**src/design/rtci_pkg.sv**
```systemverilog
`default_nettype none

package rtci_pkg;

	// Target address 7'b1010001 followed by the direction bit.
	localparam logic [6:0] RTCI_DEV_ADDR = 7'h51;
	localparam logic [7:0] RTCI_ADDR_WR = 8'hA2;
	localparam logic [7:0] RTCI_ADDR_RD = 8'hA3;
	localparam int RTCI_DIR_BIT = 0;

	localparam int RTCI_CLK_NS = 5;
	localparam int RTCI_TBUF_NS = 1300;
	localparam int RTCI_TBUF_CYC =
		(RTCI_TBUF_NS + RTCI_CLK_NS - 1) / RTCI_CLK_NS;
	localparam int RTCI_TOUT_MS = 950;
	localparam int RTCI_TOUT_CYC =
		(RTCI_TOUT_MS * 1000000) / RTCI_CLK_NS;
	localparam int RTCI_QTR_CYC = 500;
	localparam int RTCI_TMR_W = 28;
	localparam int RTCI_BUF_W = 9;

	localparam logic [3:0] RTCI_BIT_ACK = 4'h8;
	localparam logic [3:0] RTCI_BIT_LAST_DATA = 4'h7;
	localparam logic RTCI_LINE_IDLE = 1'b1;

	typedef enum logic [1:0] {
		RTCI_OP_START,
		RTCI_OP_WRITE,
		RTCI_OP_READ,
		RTCI_OP_STOP
	} rtci_op_e;

	typedef enum logic [2:0] {
		RTCI_ST_IDLE,
		RTCI_ST_START,
		RTCI_ST_HOLD,
		RTCI_ST_BIT,
		RTCI_ST_STOP,
		RTCI_ST_BUF
	} rtci_state_e;

endpackage : rtci_pkg

`default_nettype wire

```
**src/design/rtci_master.sv**
```systemverilog
// Functional notes
// - Lines only pulled low or released.
// - SDA falls while SCL high: start.
// - SDA rises while SCL high: stop.
// - Master alone makes start, restart, stop.
// - Transaction must finish within 0.95 seconds.
// - After timeout master issues fresh start.
// - At least 1.3 us between stop, start.
// - Eight-bit units, unlimited byte count.
// - SDA changes only while SCL low.
// - Receiver pulls SDA low for acknowledge.
// - Acknowledge released at ninth falling SCL.
// - Master withholds acknowledge after last read.
// - Bit 0 of address byte selects direction.
// - First written byte loads register pointer.
// - Pointer-set read uses write, restart, read.
`timescale 1ns/1ps
`default_nettype none

module rtci_master #(
	parameter int QTR_CYC = rtci_pkg::RTCI_QTR_CYC,
	parameter int TOUT_CYC = rtci_pkg::RTCI_TOUT_CYC
) (
	input wire logic sys_clk,
	input wire logic resetn,
	input wire logic cmd_valid,
	output logic cmd_ready,
	input wire logic [1:0] cmd_op,
	input wire logic [7:0] cmd_data,
	input wire logic cmd_ack,
	output logic rsp_valid,
	output logic [7:0] rsp_data,
	output logic rsp_nack,
	output logic rsp_err,
	output logic busy,
	output logic tout_flag,
	input wire logic scl_i,
	output logic scl_o,
	output logic scl_oe,
	input wire logic sda_i,
	output logic sda_o,
	output logic sda_oe
);

	rtci_pkg::rtci_state_e state_reg;
	logic [1:0] phase_reg;
	logic [3:0] bit_reg;
	logic [7:0] shift_reg;
	logic ack_reg;
	logic rd_op_reg;
	logic dir_rd_reg;
	logic addr_next_reg;
	logic in_txn_reg;
	logic tout_reg;
	logic line_lo_reg;
	logic scl_oe_reg;
	logic sda_oe_reg;
	logic cmd_ready_reg;
	logic rsp_valid_reg;
	logic [7:0] rsp_data_reg;
	logic rsp_nack_reg;
	logic rsp_err_reg;
	logic [15:0] qcnt_reg;
	logic [rtci_pkg::RTCI_BUF_W-1:0] buf_reg;
	logic [rtci_pkg::RTCI_TMR_W-1:0] tmr_reg;
	logic scl_s;
	logic sda_s;
	logic take;
	logic q_done;
	logic adv;
	logic start_go;

	rtci_sync u_scl_sync (
		.sys_clk(sys_clk),
		.resetn(resetn),
		.line_in(scl_i),
		.line_out(scl_s)
	);

	rtci_sync u_sda_sync (
		.sys_clk(sys_clk),
		.resetn(resetn),
		.line_in(sda_i),
		.line_out(sda_s)
	);

	assign take = cmd_valid && cmd_ready_reg;
	assign start_go = take && (cmd_op == rtci_pkg::RTCI_OP_START);
	assign q_done = (qcnt_reg == 16'(QTR_CYC - 1));
	// A released SCL may be held low by the target; wait until it is high.
	assign adv = q_done && ((phase_reg != 2'h1) || scl_s);

	assign scl_o = line_lo_reg;
	assign sda_o = line_lo_reg;
	assign scl_oe = scl_oe_reg;
	assign sda_oe = sda_oe_reg;
	assign cmd_ready = cmd_ready_reg;
	assign rsp_valid = rsp_valid_reg;
	assign rsp_data = rsp_data_reg;
	assign rsp_nack = rsp_nack_reg;
	assign rsp_err = rsp_err_reg;
	assign busy = in_txn_reg;
	assign tout_flag = tout_reg;

	always_ff @(posedge sys_clk) begin
		line_lo_reg <= 1'b0;
	end

	always_ff @(posedge sys_clk) begin
		if (!resetn || adv) begin
			qcnt_reg <= 16'h0000;
		end else if (q_done) begin
			// Hold at the end of the quarter while a stretched SCL stays low.
			qcnt_reg <= qcnt_reg;
		end else if (state_reg == rtci_pkg::RTCI_ST_START ||
			state_reg == rtci_pkg::RTCI_ST_BIT ||
			state_reg == rtci_pkg::RTCI_ST_STOP) begin
			qcnt_reg <= qcnt_reg + 16'h0001;
		end else begin
			qcnt_reg <= 16'h0000;
		end
	end

	// Transaction timer; a timeout set in the same cycle as a start wins.
	always_ff @(posedge sys_clk) begin
		if (!resetn) begin
			tmr_reg <= '0;
			tout_reg <= 1'b0;
		end else begin
			if (start_go || !in_txn_reg) begin
				tmr_reg <= '0;
			end else if (!tout_reg) begin
				tmr_reg <= tmr_reg + rtci_pkg::RTCI_TMR_W'(1);
			end
			if (start_go) begin
				tout_reg <= 1'b0;
			end
			if (in_txn_reg &&
				tmr_reg == rtci_pkg::RTCI_TMR_W'(TOUT_CYC - 1)) begin
				tout_reg <= 1'b1;
			end
		end
	end

	always_ff @(posedge sys_clk) begin
		if (!resetn) begin
			state_reg <= rtci_pkg::RTCI_ST_IDLE;
			phase_reg <= 2'h0;
			bit_reg <= 4'h0;
			shift_reg <= 8'h00;
			ack_reg <= 1'b0;
			rd_op_reg <= 1'b0;
			dir_rd_reg <= 1'b0;
			addr_next_reg <= 1'b0;
			in_txn_reg <= 1'b0;
			scl_oe_reg <= 1'b0;
			sda_oe_reg <= 1'b0;
			cmd_ready_reg <= 1'b1;
			rsp_valid_reg <= 1'b0;
			rsp_data_reg <= 8'h00;
			rsp_nack_reg <= 1'b0;
			rsp_err_reg <= 1'b0;
			buf_reg <= '0;
		end else begin
			rsp_valid_reg <= 1'b0;
			case (state_reg)
			rtci_pkg::RTCI_ST_IDLE, rtci_pkg::RTCI_ST_HOLD: begin
				if (take) begin
					rsp_err_reg <= 1'b0;
					rsp_nack_reg <= 1'b0;
					if (cmd_op == rtci_pkg::RTCI_OP_START) begin
						// Start and restart share one line sequence.
						state_reg <= rtci_pkg::RTCI_ST_START;
						phase_reg <= 2'h0;
						sda_oe_reg <= 1'b0;
						cmd_ready_reg <= 1'b0;
						addr_next_reg <= 1'b1;
					end else if (state_reg == rtci_pkg::RTCI_ST_IDLE ||
						(cmd_op != rtci_pkg::RTCI_OP_STOP && tout_reg) ||
						(cmd_op == rtci_pkg::RTCI_OP_WRITE &&
						dir_rd_reg && !addr_next_reg) ||
						(cmd_op == rtci_pkg::RTCI_OP_READ &&
						(addr_next_reg || !dir_rd_reg))) begin
						// Refused: no bus activity, error answer next cycle.
						rsp_valid_reg <= 1'b1;
						rsp_err_reg <= 1'b1;
					end else if (cmd_op == rtci_pkg::RTCI_OP_STOP) begin
						state_reg <= rtci_pkg::RTCI_ST_STOP;
						phase_reg <= 2'h0;
						sda_oe_reg <= 1'b1;
						cmd_ready_reg <= 1'b0;
					end else begin
						state_reg <= rtci_pkg::RTCI_ST_BIT;
						phase_reg <= 2'h0;
						bit_reg <= 4'h0;
						cmd_ready_reg <= 1'b0;
						rd_op_reg <= (cmd_op == rtci_pkg::RTCI_OP_READ);
						ack_reg <= cmd_ack;
						if (cmd_op == rtci_pkg::RTCI_OP_READ) begin
							shift_reg <= 8'hFF;
							sda_oe_reg <= 1'b0;
						end else begin
							shift_reg <= cmd_data;
							sda_oe_reg <= ~cmd_data[7];
						end
						if (cmd_op == rtci_pkg::RTCI_OP_WRITE &&
							addr_next_reg) begin
							// This is the address byte; latch its direction bit.
							dir_rd_reg <=
								cmd_data[rtci_pkg::RTCI_DIR_BIT];
							addr_next_reg <= 1'b0;
						end
					end
				end
			end
			rtci_pkg::RTCI_ST_START: begin
				if (adv) begin
					phase_reg <= phase_reg + 2'h1;
					case (phase_reg)
					2'h0: begin
						scl_oe_reg <= 1'b0;
					end
					2'h1: begin
						sda_oe_reg <= 1'b1;
					end
					2'h2: begin
						scl_oe_reg <= 1'b1;
					end
					default: begin
						state_reg <= rtci_pkg::RTCI_ST_HOLD;
						in_txn_reg <= 1'b1;
						cmd_ready_reg <= 1'b1;
						rsp_valid_reg <= 1'b1;
					end
					endcase
				end
			end
			rtci_pkg::RTCI_ST_BIT: begin
				if (adv) begin
					phase_reg <= phase_reg + 2'h1;
					case (phase_reg)
					2'h0: begin
						scl_oe_reg <= 1'b0;
					end
					2'h1: begin
						if (bit_reg == rtci_pkg::RTCI_BIT_ACK) begin
							rsp_nack_reg <= sda_s;
						end else begin
							shift_reg <= {shift_reg[6:0], sda_s};
						end
					end
					2'h2: begin
						scl_oe_reg <= 1'b1;
					end
					default: begin
						if (bit_reg == rtci_pkg::RTCI_BIT_ACK) begin
							// Whoever drove the acknowledge lets go now.
							state_reg <= rtci_pkg::RTCI_ST_HOLD;
							sda_oe_reg <= 1'b0;
							cmd_ready_reg <= 1'b1;
							rsp_valid_reg <= 1'b1;
							rsp_data_reg <= shift_reg;
						end else if (bit_reg ==
							rtci_pkg::RTCI_BIT_LAST_DATA) begin
							bit_reg <= bit_reg + 4'h1;
							// Ack slot: host acks reads when cmd_ack is set, releases on writes.
							sda_oe_reg <= rd_op_reg && ack_reg;
						end else begin
							bit_reg <= bit_reg + 4'h1;
							sda_oe_reg <= !rd_op_reg && !shift_reg[7];
						end
					end
					endcase
				end
			end
			rtci_pkg::RTCI_ST_STOP: begin
				if (adv) begin
					phase_reg <= phase_reg + 2'h1;
					if (phase_reg == 2'h0) begin
						scl_oe_reg <= 1'b0;
					end else if (phase_reg == 2'h1) begin
						sda_oe_reg <= 1'b0;
					end else begin
						state_reg <= rtci_pkg::RTCI_ST_BUF;
						in_txn_reg <= 1'b0;
						buf_reg <= '0;
					end
				end
			end
			rtci_pkg::RTCI_ST_BUF: begin
				if (buf_reg ==
					rtci_pkg::RTCI_BUF_W'(rtci_pkg::RTCI_TBUF_CYC - 1)) begin
					state_reg <= rtci_pkg::RTCI_ST_IDLE;
					cmd_ready_reg <= 1'b1;
					rsp_valid_reg <= 1'b1;
				end else begin
					buf_reg <= buf_reg + rtci_pkg::RTCI_BUF_W'(1);
				end
			end
			default: begin
				state_reg <= rtci_pkg::RTCI_ST_IDLE;
			end
			endcase
		end
	end
endmodule : rtci_master

`default_nettype wire

```
**src/design/rtci_sync.sv**
```systemverilog
`timescale 1ns/1ps
`default_nettype none

// Two-stage synchroniser for a bus line; resets to the released level.
module rtci_sync (
	input wire logic sys_clk,
	input wire logic resetn,
	input wire logic line_in,
	output logic line_out
);

	logic meta_reg;

	always_ff @(posedge sys_clk) begin
		if (!resetn) begin
			meta_reg <= rtci_pkg::RTCI_LINE_IDLE;
			line_out <= rtci_pkg::RTCI_LINE_IDLE;
		end else begin
			meta_reg <= line_in;
			line_out <= meta_reg;
		end
	end

endmodule : rtci_sync

`default_nettype wire

```
**config.mk**
```make
export PLATFORM = sky130hd
export DESIGN_NAME = rtci_master
export DESIGN_NICKNAME = d
export VERILOG_FILES = /design/src/design/rtci_pkg.sv /design/src/design/rtci_master.sv /design/src/design/rtci_sync.sv
export SDC_FILE = /design/constraint.sdc
export NUM_CORES = 1
export LEC_CHECK = 0
export BUFFER_PORTS_ARGS = -buffer_cell sky130_fd_sc_hd__buf_2
export CAP_MARGIN = 20
export CORE_UTILIZATION = 49
export DETAILED_ROUTE_END_ITERATION = 10
export HOLD_SLACK_MARGIN = 0.12
export PLACE_DENSITY = 0.76
export SLEW_MARGIN = 20
export SYNTH_ARGS = -nofsm -noshare
export SYNTH_HDL_FRONTEND = slang
export SYNTH_HIERARCHICAL = 1
export SYNTH_SLANG_ARGS = --single-unit
export TNS_END_PERCENT = 5
```
**constraint.sdc**
```tcl
create_clock -name sys_clk -period 2.35 [get_ports sys_clk]
set_clock_uncertainty 0.1 [all_clocks]
set_input_delay 0.1175 -clock sys_clk [delete_from_list [all_inputs] [get_ports sys_clk]]
set_output_delay 0.1175 -clock sys_clk [all_outputs]
set_load 0.01 [all_outputs]
```
* After elaboration in Yosys (flattened, before gate mapping)
Cells that the tools add are included.
** Operators by class
- Eq/ne operators :: 42
- Bitwise operators :: 6
- Reductions and logical operators :: 58
- $lt $le $gt $ge :: 0
- Divide/modulo/power cells :: 0
- Add/sub/neg operators :: 5
- Multiplexer cells :: 97
- Shift-type cells :: 0
- Multipliers :: 0
** Operators by type and width (count)
- 8-bit two-way mux :: 8
- 1-bit two-way mux :: 48
- 3-bit two-way mux :: 13
- 9-bit two-way mux :: 4
- 2-bit != test, second input constant :: 17
- 28-bit by 1-bit adder with 28-bit output, second input constant :: 1
- 28-bit == test, second input constant :: 1
- 4-bit two-way mux :: 7
- 5-bit AND reduction :: 5
- 9-bit one-hot mux with 2 select lines :: 1
- 16-bit by 1-bit adder with 16-bit output, second input constant :: 1
- 16-bit by 9-bit == test with 1-bit output, second input constant :: 1
- 16-bit two-way mux :: 1
- 2-bit by 1-bit != test with 1-bit output, second input constant :: 8
- 8-bit one-hot mux with 2 select lines :: 1
- 8-bit AND reduction :: 2
- 3-bit one-hot mux with 5 select lines :: 1
- 2-bit nonzero test :: 7
- 1-bit one-hot mux with 4 select lines :: 3
- 6-bit AND reduction :: 2
- 1-bit logical AND :: 11
- 11-bit AND reduction :: 1
- 10-bit AND reduction :: 1
- 9-bit by 1-bit adder with 9-bit output, second input constant :: 1
- other kinds (27) :: 62
** Storage, ports and cells
- Latch bits :: 0
- ROM bits :: 0
- Word-level logic and storage cells :: 232
- Memory bits (writable) :: 0
- Output and inout port bits :: 18
- Memories :: 0
- Bits in registers :: 94

* Logic depth before layout (Yosys ltp)
- Depth in word-level cells :: 9
- Depth in mapped cells :: 10
- Gate-level depth less buffers :: 8

* Cells and area by module
The synthesis kept the hierarchy.
** Modules (own cells, without submodules)
- rtci_master :: sequential area each 1801.7 µm², instances 1, area an instance 4625.7 µm², cells an instance 539
- rtci_sync :: sequential area each 40.0 µm², instances 2, area an instance 52.6 µm², cells an instance 4

* Least setup slack after synthesis
Ideal clock, no wire load.
- Path kind :: register to register
- Start :: register qcnt_reg[0]
- End :: register buf_reg[8] (netlist name)
- Path slack :: 202 ps
- Arrival time :: 1906 ps
- Stages on the path, launching flop included :: 8
- Clock period less this slack :: 2148 ps
- Cells stage by stage :: dfxtp_1 -> ha_1 -> and4b_1 -> nand4_4 -> o41ai_4 -> nor3b_2 -> xnor2_1 -> nor2_2
** On the way
- Cells in the longest elaborated chain, start to end :: 4
** RTL lines
- from (decl) :: line rtci_master.sv:63 : logic [15:0] qcnt_reg;
- from (signal assigned) :: line rtci_master.sv:114 : qcnt_reg <= qcnt_reg;
- from (signal assigned) :: line rtci_master.sv:118 : qcnt_reg <= qcnt_reg + 16'h0001;
- 16-bit by 9-bit == test with 1-bit output :: line rtci_master.sv:89 : assign q_done = (qcnt_reg == 16'(QTR_CYC - 1));
- 1-bit logical AND :: line rtci_master.sv:91 : assign adv = q_done && ((phase_reg != 2'h1) || scl_s);
- 2-bit != test (no source line)
- 5-bit AND reduction (no source line)
- to (signal assigned) :: line rtci_master.sv:297 : buf_reg <= buf_reg + rtci_pkg::RTCI_BUF_W'(1);
- to (decl) :: line rtci_master.sv:64 : logic [rtci_pkg::RTCI_BUF_W-1:0] buf_reg;
Every way passes these cells.
A chain may end at the register's enable or synchronous reset.

* Worst setup path after layout
- Start :: register qcnt_reg[0]
- End :: register bit_reg[3]
** On the way
- Cells in the longest elaborated chain, start to end :: 4
** RTL lines
- 16-bit by 9-bit == test with 1-bit output :: line rtci_master.sv:89
- 1-bit logical AND :: line rtci_master.sv:91
- 2-bit != test (no source line)
- 8-bit AND reduction (no source line)
- to (signal assigned) :: line rtci_master.sv:265 : bit_reg <= bit_reg + 4'h1;
- to (signal assigned) :: line rtci_master.sv:269 : bit_reg <= bit_reg + 4'h1;
- to (decl) :: line rtci_master.sv:47 : logic [3:0] bit_reg;
Every way passes these cells.

==> impl_metrics.tcl <==
set metrics [dict create \
    initial_core_util_pct 51.0 \
    drv_slew 0 \
    finalHoldViolCount 0 \
    powerDensity_nw_per_um2 678 \
    vias 4105 \
    yosys.area.top_type_share_pct 39.8 \
    synthArstFlopShare_pct 0 \
    whs_endpoint "state_reg[1]" \
    max_slew_margin_pct 52.9 \
    grt_max_degree 29 \
    yosys-top-cells-area "dfxtp_1 (40%), nor2_1 (6.6%), xor2_1 (5.7%), nand2_1 (3.7%), mux2i_1 (3.6%)" \
    finalCriticalPeriod_ns 2.22 \
    antenna_found_initial 0 \
    synth.area.mux_share_pct 3.60 \
    synth_common_cells "dfxtp_1 (94), nor2_1 (83), nand2_1 (47)" \
    clock_sinks 94 \
    worstMarginPinSlew_ns 0.700 \
    endpoint_kind "flop" \
    fillers 834 \
    drt_iter0_drc 145 \
    fp.dieH_um 100 \
    grtUsageTotal_pct 22.0 \
    synth_compound_area_share_pct 12.7 \
    grt_overflow 0 \
    yosysMostFrequentCell "dfxtp_1" \
    final_layout_size_suffix_gt1_share_pct 15.2 \
    hold_path.class "in2reg" \
    synthAdderAreaFrac_pct 3.44 \
    cts_tree "built" \
    synthCells 547 \
    clock_path_buffers 2 \
    num_rows 35 \
    synth.distinct_cells 66 \
    outcome "completed" \
    largest_reg_flops 28 \
    timing.hold.ws_ns 0.238 \
    layout.nets 637 \
    synth_top_family_by_area "simple AND/OR/NAND/NOR gates" \
    core_area_um2 9280 \
    htree_num_levels 3 \
    multi_input_area_um2 2730 \
    peakVddDrop_uv 613 \
    avgRoutedWirePerCell_um 14.0 \
    synth_xor_area_share_pct 7.96 \
    p_leak_uw 0.00205 \
    crit_fanout 4 \
    finalWirelength_um 10400 \
    synth_flop_cell "dfxtp_1" \
    synth_warnings 6 \
    fp.dieW_um 100 \
    cts-root-buf "clkbuf_8" \
    path_clk_slew_ns 0.09 \
    dr.pass1.iters 5 \
    avgSynthCellArea_um2 8.65 \
    rsz0062_at_grt "yes" \
    seqCellArea_um2 1880 \
    utilization_pct 59.3 \
    max_freq_ghz 0.450 \
    r2r-end "bit_reg[3]" \
    grt_pass1_vias 3949 \
    n_antenna_cell 0 \
    maxCapViolations 0 \
    dpl.hpwl_um 7390 \
    routed_via_density 5.54 \
    grt_pass1_wl_um 17800 \
    clk_latency_ns 0.36 \
    crit_path_start_kind "flop" \
    finalSetupTns_ns 0 \
    synth-seq-cells 94 \
    synth-simple-area-share_pct 29.1 \
    ios 34 \
    cts_made_buffers 9 \
    setup_viol 0 \
    yosysTopAreaCell "dfxtp_1" \
    gp_congestion 0.971 \
    arrival_ns 2.41 \
    dieArea_um2 10100 \
    min_from "cmd_op[1]" \
    min_period_over_period_pct 94.5 \
    r2r_cells 7 \
    hold_depth 5 \
    cp_data_required_time_ns 2.53 \
    drc 0 \
    path_class "reg2reg" \
    seq_area_frac_synth_pct 39.8 \
    cts_setup_buffers 0 \
    area_delta_synth_final_pct 16.3 \
    r2r-start "qcnt_reg[0]" \
    regToRegSetupSlack_ns 0.13 \
    synth_edf_count 0 \
    synth_area_um2 4730 \
    antenna_left 0 \
    numPortBuffers 31 \
]
per-stage QoR:
stage	power [uW]	setup slack [ns]	area, um^2	cells
floorplan	2360	0.202	4730	548
global placement	2630	0.160	5130	711
detailed placement	2640	0.108	5130	711
CTS	3710	0.0834	5470	741
global route	3930	-0.0166	5500	741
finish	3730	0.128	5500	741
how the worst max path moves through the flow:
stage               slack (ns)          from      endpoint  cells after the start
floorplan                 0.20   qcnt_reg[0]    buf_reg[8]                      7
global placement          0.16  state_reg[0]    bit_reg[3]                      4
detailed placement        0.11  state_reg[0]  state_reg[2]                      6
CTS                       0.08  state_reg[0]  state_reg[1]                      6
global route             -0.02   qcnt_reg[0]    bit_reg[0]                      7
finish                    0.13   qcnt_reg[0]    bit_reg[3]                      7
cell type report:
type                       count  area share, %
clock inverter                 5          0.909
sequential                    94           34.2
multi-input combinational    418           49.6
clock buffer                  10           2.50
tap                          129           2.93
inverter                      15           1.02
timing repair buffer          70           8.89
power breakdown:
part	internal (uW)	total, uW	switching (uW)
clock	508	1040	537
combinational	369	915	546
sequential	1690	1770	87.9
what timing repair did:
item / CTS / global route
setup endpoints to repair: 0 / 9
endpoints found under the hold margin: 21 / 0
gates resized for setup: 0 / 7
hold buffers: 15 / 0
worst max-delay path: stages (launching register included):
cell and delay [ns]:
dfxtp_1 0.39, ha_1 0.19, and4b_1 0.30, nand3_1 0.10
nor2_1 0.28, nand4_1 0.17, or4_1 0.43, o221ai_1 0.17
layer usage:
metal  part of all wire (%)  GRT usage, %  vias to the layer above  routed length [um]
met2                     48          36.0                      104                4990
met5                      0             0                        -                   0
met3                    5.2          6.48                       15                 539
met1                     46          27.9                     1923                4740
li1                       -             -                     2063                   -
met4                    1.3          6.58                        0                 131
layout by cell type, fill, tap and decap left out, types with 5 or more instances in the layout:
master          n
nand3_1        31
mux2i_1        17
a21oi_1        19
nand3b_1        6
nor2b_1         6
clkbuf_8       10
xor2_1         31
nand2b_1        9
nand4_1        14
nor2_1         83
nor3_1          5
ha_1           12
or3_1          15
inv_1          14
xnor2_1        12
o2111ai_1      11
and3_1          9
nand2_1        47
buf_4          23
dfxtp_1        94
dlygate4sd3_1  15
buf_2          31
o21ai_0        23
logic make-up after synthesis:
logic type,after synthesis
AO/OA/AOI/OAI,84
XOR/XNOR,43
adder cells (fa/ha/maj),13
buffers and inverters,36
flip-flops,94
multiplexers,17
other,1
AND/OR/NAND/NOR,259
No activity file was read; power rests on OpenSTA's default activity.
